**config.mk**
```make
export PLATFORM = sky130hd
export DESIGN_NAME = vfd_display_mode_control
export DESIGN_NICKNAME = d
export VERILOG_FILES = /design/src/rtl/vfd_ctrl_pkg.sv /design/src/rtl/vfd_display_mode_control.sv
export SDC_FILE = /design/constraint.sdc
export NUM_CORES = 1
export LEC_CHECK = 0
export BUFFER_PORTS_ARGS = -buffer_cell sky130_fd_sc_hd__buf_2
export CORE_MARGIN = 2
export CORE_UTILIZATION = 40
export CTS_CLUSTER_SIZE = 10
export DETAILED_ROUTE_END_ITERATION = 8
export GPL_TIMING_DRIVEN = 0
export PLACE_DENSITY_LB_ADDON = 0.2
export RECOVER_POWER = 100
export SETUP_SLACK_MARGIN = 0.4
export SLEW_MARGIN = 40
export SYNTH_ARGS = -nofsm -noshare
export SYNTH_HDL_FRONTEND = slang
export SYNTH_SLANG_ARGS = --single-unit
```
**constraint.sdc**
```tcl
create_clock -name clk_in -period 5.1 [get_ports clk_in]
set_clock_uncertainty 0.2 [all_clocks]
set_input_delay 1.02 -clock clk_in [delete_from_list [all_inputs] [get_ports clk_in]]
set_output_delay 1.02 -clock clk_in [all_outputs]
set_load 0.01 [all_outputs]
```
**src/rtl/vfd_ctrl_pkg.sv**
```systemverilog
package vfd_ctrl_pkg;
   // Register indices; byte address is four times the index
   localparam logic [15:0] MODE_SELECT_IDX   = 16'hffa0;
   localparam logic [15:0] DIGIT_CUT_IDX     = 16'hffa1;
   localparam logic [15:0] MASK_COUNT_IDX    = 16'hffa2;
   localparam int          ADDR_W            = 18;

   // Reset values
   localparam logic [7:0]  MODE_SELECT_RST   = 8'h00;
   localparam logic [7:0]  DIGIT_CUT_RST     = 8'h00;
   localparam logic [5:0]  MASK_COUNT_RST    = 6'h00;

   // Mode select fields
   localparam int          SEG_FIELD_LSB     = 0;
   localparam int          SEG_FIELD_W       = 5;
   localparam int          MODE_BIT          = 5;
   localparam int          NOISE_BIT         = 6;
   localparam int          SCAN_FLAG_BIT     = 7;
   localparam logic [5:0]  SEG_BASE          = 6'h09;

   // Digit/cut/cycle fields
   localparam int          CYCLE_BIT         = 0;
   localparam int          CUT_FIELD_LSB     = 1;
   localparam int          CUT_FIELD_W       = 3;
   localparam int          DIGIT_FIELD_LSB   = 4;
   localparam int          DIGIT_FIELD_W     = 4;

   // Mask count field
   localparam int          MASK_FIELD_W      = 6;
   localparam logic [5:0]  MASK_MAX          = 6'h27;

   // Display cycle lengths in main-clock periods
   localparam logic [11:0] CYCLE_SHORT       = 12'h400;
   localparam logic [11:0] CYCLE_LONG        = 12'h800;
   // Log2 of half of one sixteenth of a short cycle, in clocks
   localparam int          HALF_SIXTEENTH_SH = 5;

   localparam int          NUM_OUTPUTS_DEF   = 53;

   typedef enum logic [1:0] {
      PH_STOPPED,
      PH_DISPLAY,
      PH_KEYSCAN
   } phase_e;
endpackage

```
**src/rtl/vfd_display_mode_control.sv**
```systemverilog
// Chosen here: register access over Avalon-MM.
`timescale 1ns/1ps
module vfd_display_mode_control
   import vfd_ctrl_pkg::*;
#(
   parameter int NUM_OUTPUTS = NUM_OUTPUTS_DEF
) (
   // Clock and reset
   input  wire logic                 clk_in,
   input  wire logic                 sys_rst_in,
   // Avalon-MM slave
   input  wire logic [ADDR_W-1:0]    avs_address_in,
   input  wire logic                 avs_read_in,
   input  wire logic                 avs_write_in,
   input  wire logic [31:0]          avs_writedata_in,
   input  wire logic [3:0]           avs_byteenable_in,
   output logic      [31:0]          avs_readdata_out,
   output logic                      avs_waitrequest_out,
   // Display memory write check
   input  wire logic [5:0]           bit_index_in,
   output logic                      bit_protected_out,
   // Display timing
   output logic [15:0]               grid_out,
   output logic [4:0]                slot_index_out,
   output logic                      segment_window_out,
   output logic                      scan_phase_flag_out,
   output logic                      key_scan_start_out,
   output logic                      display_active_out,
   output logic                      mode_select_bit_out,
   // Output allocation
   output logic [5:0]                digit_outputs_out,
   output logic [5:0]                segment_outputs_out,
   // Noise eliminator
   output logic                      noise_filter_range_out,
   output logic                      noise_filter_enable_out
);

   // Elaboration check: six-bit output counts and the 16-digit, 40-segment range
   if (NUM_OUTPUTS < 18 || NUM_OUTPUTS > 63) begin
      $error("NUM_OUTPUTS must lie in 18..63");
   end

   localparam logic [5:0] NUM_OUT_C = 6'(NUM_OUTPUTS);

   typedef struct packed {
      logic [6:0]  mode_select;
      logic [7:0]  digit_cut;
      logic [5:0]  mask_count;
      phase_e      phase;
      logic [11:0] cyc_cnt;
      logic [4:0]  slot;
      logic        ack;
      logic [31:0] rdata;
      logic        prot;
      logic [15:0] grid;
      logic        window;
      logic        ks_start;
      logic [5:0]  digits;
      logic [5:0]  segs;
   } state_s;

   state_s state_reg;
   state_s state_next;

   logic [15:0]  word_idx;
   logic         addr_ok;
   logic         req;
   logic [3:0]   dig_code;
   logic [4:0]   dig_count;
   logic [11:0]  cyc_len;
   logic [3:0]   sixteenths;
   logic [11:0]  cut_half;
   logic [5:0]   seg_total;
   logic [5:0]   seg_room;
   logic         running;

   assign word_idx = avs_address_in[ADDR_W-1:2];
   assign addr_ok  = (avs_address_in[1:0] == 2'b00);
   assign req      = avs_read_in | avs_write_in;

   // Answer one cycle after the request is seen
   assign avs_waitrequest_out = req & ~state_reg.ack;

   always_comb begin
      state_next          = state_reg;
      state_next.ack      = req & ~state_reg.ack;
      state_next.ks_start = 1'b0;

      // Register writes; partial-byte writes are ignored
      // whole byte required
      if (avs_write_in && !state_reg.ack && addr_ok && avs_byteenable_in[0]) begin
         unique case (word_idx)
            MODE_SELECT_IDX: begin
               state_next.mode_select = avs_writedata_in[6:0];
            end
            DIGIT_CUT_IDX: begin
               state_next.digit_cut = avs_writedata_in[7:0];
            end
            MASK_COUNT_IDX: begin
               if (avs_writedata_in[5:0] <= MASK_MAX && avs_writedata_in[7:6] == 2'b00) begin
                  state_next.mask_count = avs_writedata_in[5:0];
               end
            end
            default: begin
            end
         endcase
      end

      // Read data; unmapped words read as zero
      state_next.rdata = 32'h0000_0000;
      if (avs_read_in && !state_reg.ack && addr_ok) begin
         unique case (word_idx)
            MODE_SELECT_IDX: begin
               state_next.rdata[7:0] = {(state_reg.phase == PH_KEYSCAN), state_reg.mode_select};
            end
            DIGIT_CUT_IDX: begin
               state_next.rdata[7:0] = state_reg.digit_cut;
            end
            MASK_COUNT_IDX: begin
               state_next.rdata[7:0] = {2'b00, state_reg.mask_count};
            end
            default: begin
            end
         endcase
      end
   end

   // Settings decoded from current register contents
   always_comb begin
      dig_code  = state_reg.digit_cut[DIGIT_FIELD_LSB +: DIGIT_FIELD_W];
      // code n gives n plus 1 digits; code 0 stops the display
      dig_count = {1'b0, dig_code} + 5'h01;
      running   = (dig_code != 4'h0);
      cyc_len   = state_reg.digit_cut[CYCLE_BIT] ? CYCLE_LONG : CYCLE_SHORT;
      // cut table, 1 then even sixteenths
      if (state_reg.digit_cut[CUT_FIELD_LSB +: CUT_FIELD_W] == 3'h0) begin
         sixteenths = 4'h1;
      end else begin
         sixteenths = {state_reg.digit_cut[CUT_FIELD_LSB +: CUT_FIELD_W], 1'b0};
      end
      // Half the cut at each end of the period
      cut_half  = 12'(sixteenths) << (HALF_SIXTEENTH_SH + int'(state_reg.digit_cut[CYCLE_BIT]));
      seg_total = SEG_BASE + {1'b0, state_reg.mode_select[SEG_FIELD_LSB +: SEG_FIELD_W]};
      // digits first, segments get the rest
      seg_room  = NUM_OUT_C - {1'b0, dig_count};
   end

   logic [11:0] cnt_n;
   logic [4:0]  slot_n;
   phase_e      phase_n;
   logic        ks_n;

   // Display period sequencer
   always_comb begin
      cnt_n   = state_reg.cyc_cnt;
      slot_n  = state_reg.slot;
      phase_n = state_reg.phase;
      ks_n    = 1'b0;
      if (!running) begin
         cnt_n   = 12'h000;
         slot_n  = 5'h00;
         phase_n = PH_STOPPED;
      end else if (state_reg.phase == PH_STOPPED) begin
         cnt_n   = 12'h000;
         slot_n  = 5'h00;
         phase_n = PH_DISPLAY;
      end else if (state_reg.cyc_cnt >= cyc_len - 12'h001) begin
         cnt_n = 12'h000;
         if (state_reg.phase == PH_KEYSCAN) begin
            slot_n  = 5'h00;
            phase_n = PH_DISPLAY;
         end else if (state_reg.slot + 5'h01 >= dig_count) begin
            // Key scan slot follows the last digit
            slot_n  = state_reg.slot + 5'h01;
            phase_n = PH_KEYSCAN;
            ks_n    = 1'b1;
         end else begin
            slot_n = state_reg.slot + 5'h01;
         end
      end else begin
         cnt_n = state_reg.cyc_cnt + 12'h001;
      end
   end

   // Timing outputs and write protection, registered
   logic        win_n;
   logic [15:0] grid_n;

   always_comb begin
      win_n  = (state_reg.phase == PH_DISPLAY)
               && (state_reg.cyc_cnt >= cut_half)
               && (state_reg.cyc_cnt < cyc_len - cut_half);
      grid_n = 16'h0000;
      // mode 1 drives grids from the slot counter
      if (win_n && !state_reg.mode_select[MODE_BIT]) begin
         grid_n = 16'h0001 << state_reg.slot[3:0];
      end
   end

   state_s state_fin;

   always_comb begin
      state_fin          = state_next;
      state_fin.cyc_cnt  = cnt_n;
      state_fin.slot     = slot_n;
      state_fin.phase    = phase_n;
      state_fin.ks_start = ks_n;
      state_fin.window   = win_n;
      state_fin.grid     = grid_n;
      state_fin.digits   = running ? {1'b0, dig_count} : 6'h00;
      state_fin.segs     = !running ? 6'h00 : (seg_total > seg_room) ? seg_room : seg_total;
      // protected only in mode 2 while displaying
      // count from the first output bit upward
      state_fin.prot     = state_reg.mode_select[MODE_BIT] && running
                           && (bit_index_in < state_reg.mask_count)
                           && (bit_index_in < seg_total);
   end

   always_ff @(posedge clk_in) begin
      if (sys_rst_in) begin
         state_reg             <= '0;
         state_reg.mode_select <= MODE_SELECT_RST[6:0];
         state_reg.digit_cut   <= DIGIT_CUT_RST;
         state_reg.mask_count  <= MASK_COUNT_RST;
         state_reg.phase       <= PH_STOPPED;
      end else begin
         state_reg <= state_fin;
      end
   end

   assign avs_readdata_out       = state_reg.rdata;
   assign bit_protected_out      = state_reg.prot;
   assign grid_out               = state_reg.grid;
   assign slot_index_out         = state_reg.slot;
   assign segment_window_out     = state_reg.window;
   assign scan_phase_flag_out    = (state_reg.phase == PH_KEYSCAN);
   assign key_scan_start_out     = state_reg.ks_start;
   assign display_active_out     = (state_reg.phase != PH_STOPPED);
   assign mode_select_bit_out    = state_reg.mode_select[MODE_BIT];
   assign digit_outputs_out      = state_reg.digits;
   assign segment_outputs_out    = state_reg.segs;
   // range bit out, filter gated by display activity
   assign noise_filter_range_out  = state_reg.mode_select[NOISE_BIT];
   assign noise_filter_enable_out = (state_reg.phase != PH_STOPPED);

endmodule

```
* After elaboration in Yosys (flattened, before gate mapping)
Index checks and enable logic that the tools add are counted.
Word-level totals: output and inout port bits 74, input bits 64, logic and storage cells 91, flip-flop bits (word level) 104
Operators by class: multiplexer cells 10, magnitude comparators 8, eq/ne operators 5, shifts and indexed selects 2, reductions and logical operators 34, add/subtract/negate cells 8, bitwise logic cells 7
Operator list (number):
- 16-bit == test, second input constant | 3
- 12-bit >= comparator | 2
- 8-bit one-hot mux with 3 select lines | 1
- 1-bit by 4-bit << shifter with 16-bit output, first input constant | 1
- 12-bit by 1-bit adder with 12-bit output, second input constant | 1
- 1-bit logical AND | 12
- 12-bit less-than comparator | 1
- 6-bit less-than comparator | 2
- 12-bit 2-to-1 mux | 1
- 4-bit by 4-bit << shifter with 12-bit output | 1
- 12-bit by 1-bit subtractor with 12-bit output, second input constant | 1
- 12-bit subtractor | 1
- 2-bit 2-to-1 mux | 4
- 2-bit AND reduction | 4
- 4-bit by 5-bit adder with 6-bit output, first input constant | 1
- 6-bit greater-than comparator | 1
- 6-bit <= comparator, second input constant | 1
- 2-bit logical NOT | 3
- 6-bit 2-to-1 mux | 1
- 2-bit nonzero test | 3
- 2-bit OR reduction | 3
- 6-bit by 5-bit subtractor with 6-bit output, first input constant | 1
- 4-bit by 1-bit adder with 5-bit output, second input constant | 1
- 5-bit by 1-bit adder with 5-bit output, second input constant | 1
- 18 further kinds | 23

* Logic depth before layout (Yosys ltp)
word-level depth 9, depth in mapped cells 14, gate-level depth less buffers 11

* Worst setup path before layout
No wires, ideal clock.
kind reg2reg, start point register state_reg[89] (netlist name), end point register state_reg (netlist bit grid_out[10]), stages on the path, launching flop included 13, path buffers 3, data required time 4.822 ns, clock period less this slack 2.916 ns, setup time 0.078 ns, data arrival time 2.638 ns, setup slack 2.184 ns, cells stage by stage dfxtp_1 -> clkbuf_1 -> mux2i_1 -> ha_1 -> nand3_1 -> ha_1 -> or4b_1 -> a21oi_1 -> o21ai_1 -> a211o_1 -> buf_6 -> buf_6 -> nor3_1
On the way: longest elaborated chain between the ends 8, elaborated cells between the ends (all ways) 11, classes of those cells 2 x add/sub; 2 x order compare; 1 x shift; 1 x mux; 1 x bitwise; 4 x reduce/logical
Ends and longest elaborated chain:
- start, declared | RTL line vfd_display_mode_control.sv:62 | state_s state_reg;
- start signal, assigned | RTL line vfd_display_mode_control.sv:227 | state_reg <= state_fin;
- 3-bit by 1-bit adder with 4-bit output | RTL line vfd_display_mode_control.sv:142 | cut_half = 12'(sixteenths) << (HALF_SIXTEENTH_SH + int'(state_reg.digit_cut[CYCLE_BIT]));
- 4-bit by 4-bit << shifter with 12-bit output | RTL line vfd_display_mode_control.sv:142
- 12-bit subtractor / 12-bit >= comparator (equally long branches) | RTL line vfd_display_mode_control.sv:192, vfd_display_mode_control.sv:191
- 12-bit less-than comparator / 1-bit logical AND (equally long branches) | RTL line vfd_display_mode_control.sv:192, vfd_display_mode_control.sv:191
- 1-bit logical AND (*) | RTL line vfd_display_mode_control.sv:192 | && (state_reg.cyc_cnt < cyc_len - cut_half);
- 1-bit logical AND (*) | RTL line vfd_display_mode_control.sv:195 | if (win_n && !state_reg.mode_select[MODE_BIT]) begin
- 1-bit inverter (no line) (*)
- 2-bit OR reduction (no line) (*)
Mark *: on every way between the ends. The rest lies on a longest branch, timed or not. A chain may end at the register's enable or synchronous reset.

* Worst setup path in the final report
start point register state_reg[90] (netlist name), end point register state_reg (netlist bit grid_out[13])
On the way: longest elaborated chain between the ends 9, elaborated cells between the ends (all ways) 11, classes of those cells 1 x add/sub; 2 x order compare; 1 x shift; 1 x mux; 1 x bitwise; 5 x reduce/logical
Ends and longest elaborated chain:
- 3-bit logical NOT | RTL line vfd_display_mode_control.sv:136 | if (state_reg.digit_cut[CUT_FIELD_LSB +: CUT_FIELD_W] == 3'h0) begin
- 4-bit 2-to-1 mux (*) | RTL line vfd_display_mode_control.sv:136
- 4-bit by 4-bit << shifter with 12-bit output (*) | RTL line vfd_display_mode_control.sv:142
- 12-bit subtractor / 12-bit >= comparator (equally long branches) | RTL line vfd_display_mode_control.sv:192, vfd_display_mode_control.sv:191
- 12-bit less-than comparator / 1-bit logical AND (equally long branches) | RTL line vfd_display_mode_control.sv:192, vfd_display_mode_control.sv:191
- 1-bit logical AND (*) | RTL line vfd_display_mode_control.sv:192
- 1-bit logical AND (*) | RTL line vfd_display_mode_control.sv:195
- 1-bit inverter (no line) (*)
- 2-bit OR reduction (no line) (*)
Marks and branches as above.

==> run summary <==
synthesis-stage register bit count - 79
Post-CTS Repair Setup Buffers - 0
Cell Int Power - 1.08 mW
Leak - 2.48 nW
RSZ-0062 raised after global routing - false
Core Rows - 39
Post-CTS Resized - 0
Mapped Area - 4580 um^2
DR pass1 iterations - 4
I/O pin count - 138
Clock Latency Late Sink - 0.34 ns
fin worst setup slack - 1.57 ns
commonest non-fill, non-tap cell in the layout - dfxtp_1
max_slew headroom - -16.2%
failing checks - max-capacitance violations, max-slew violations
type of the most critical hold path - reg -> reg
Synth Area in XOR/XNOR - 3.64%
post-synthesis simple-gate area fraction - 17.3%
post-route ant nets - 0
Mapped Cells - 508
syn_area_per_cell - 9.01 um^2
Final Power - 1.37 mW
Cell variety after synth - 54
WL final - 9.41 mm
largest net degree at the start of global routing - 15
share of the synthesized area in the top cell type - 34.6%
Final HPWL DP - 7.45 mm
Root Driver - clkbuf_16
largest family of logic cells by synthesized area - simple AND/OR/NAND/NOR gates
Crit. End Element - register
Critical Setup Path Class - reg -> reg
cts bufs inserted - 9
Clock power frac - 50.5%
Die H - 111 um
Post-Synth Adder-Cell Area - 13.4%
Layout area overhead - 20.0%
final hold vios - 0
Wirelength per Cell - 12.1 um
WP data required - 5.15 ns
number of synthesized flops with an enable pin - 0
logic gate share of total power - 4.4%
Tmin final - 3.53 ns
die area - 12,300 um^2
initial core utilization - 40.6%
setup_tns - 0 ns
outcome - finished with violations
DR vias/cell - 4.72
total track usage - 15.5%
final setup vio count - 0
proportion of layout cells with a drive suffix above 1 - 19.7%
vias in the first global route - 3,403
mux share of post-synthesis cell area - 5.93%
ys async rst share - 0%
main flop type after synthesis - dfxtp_1
CTS H-Tree Depth - 3
post-synthesis compound-gate area fraction - 9.90%
Switching Share - 21.1%
Die Wd - 111 um
fmax - 283 MHz
Final period util - 69.2%
placer congestion estimate - 0.827
Residual DRC - 0
Psw - 0.289 mW
DRT iter0 DRCs - 121
grt ovf - 0
Seq/Total Area, Yosys - 34.6%
dpl ws - 1.81 ns
WP data arrival - 3.58 ns
Final Util - 48.7%
Flop pwr share - 45.2%
PD cells - 249 nW/um^2
Port Buf Inserts - 84
CP Max Fanout - 10
NumNets Final - 741
top cell type by total area after synthesis - dfxtp_1
Pins Over Slew Limit - 16
peak supply drop - 0.144 mV
Clock Path Buffers - 2
first-pass GRT wire length - 15.7 mm
Max-cap violations - 2
DR vias - 3,659
initial antenna violation count - 0
measured slew at the worst slew-check pin - 1.73 ns
top post-synthesis cells by area - dfxtp_1, ha_1, buf_4
hold-fix buffer count after cts - 0
most frequent cells in the layout - dfxtp_1, nor2_1, clkbuf_1, buf_4, ha_1
# diodes - 0
CTS tree - yes
Worst setup SP type - register
core area - 11,300 um^2
Clock transition at path regs - 0.06 ns
YS warnings - 0
clk sinks - 79
[cell usage after synthesis, types with 7 or more instances]
library cell   n
nand2_1       20
ha_1          49
buf_4         66
mux2i_1       26
nor3_1        15
inv_1         28
nand3_1       17
xnor2_1       11
xor2_1         8
dfxtp_1       79
clkbuf_1      12
a21oi_1       14
a22oi_1        7
nand2b_1       7
o21ai_0       10
nor2_1        64
[path summary, 6_finish.rpt]
path | start | to | slack [ns] | cells after the start
worst max-delay path | state_reg[90] | grid_out[13] | 1.57 | 13
worst min-delay path | state_reg[63] | state_reg[63] | 0.25 | 1
worst max register to register | state_reg[90] | grid_out[13] | 1.57 | 13
worst min register to register | state_reg[63] | state_reg[63] | 0.25 | 1
[power groups by stage]
stage               Sequential [mW]  Clock (mW)  Combinational [mW]
global placement              0.632           0              0.0591
detailed placement            0.632           0              0.0603
global route                  0.618       0.737              0.0662
floorplan                     0.632           0              0.0380
CTS                           0.618       0.709              0.0603
finish                        0.618       0.690              0.0596
[stage by stage]
| stage | hold WS, ns | std cells | cell area, um^2 |
|---|---|---|---|
| global route | 0.266 | 776 | 5490 |
| detailed placement | 0.243 | 760 | 5270 |
| floorplan | 0.221 | 533 | 4670 |
| global placement | 0.238 | 760 | 5270 |
| finish | 0.248 | 776 | 5490 |
| CTS | 0.257 | 776 | 5590 |
[layer usage]
metal	track usage [%]	part of all wire (%)
met5	0	0
met4	6.25	1.6
met1	19.9	45
met2	25.8	47
met3	2.57	6.2
[cell families after synthesis]
family | after synthesis
simple gates | 156
buf+inv | 110
flops | 79
compound gates | 66
fa+ha+maj | 49
mux | 27
xor+xnor | 19
other cells | 2
[area by class of cell]
type                    instances  area [um^2]
clock buffers                  10          229
flip-flops and latches         79         1580
repair buffers                 84          365
multi-input cells             344         2390
fillers                      1118         5780
well taps                     143          179
plain buffers                  82          556
clock inverters                 6         92.6
inverters                      28          105
[worst max-delay path: stages, from the launching register on]
cell and delay (ns):
dfxtp_1 0.31, clkbuf_1 0.27, nor3_1 0.16, mux2i_1 0.23
ha_1 0.24, nand3_1 0.12, ha_1 0.21, or4b_1 0.50
a21oi_1 0.12, o21ai_0 0.09, a211o_1 0.29, clkbuf_1 0.21
clkbuf_1 0.26, nor3_1 0.24
No activity file was read; power rests on OpenSTA's default activity.
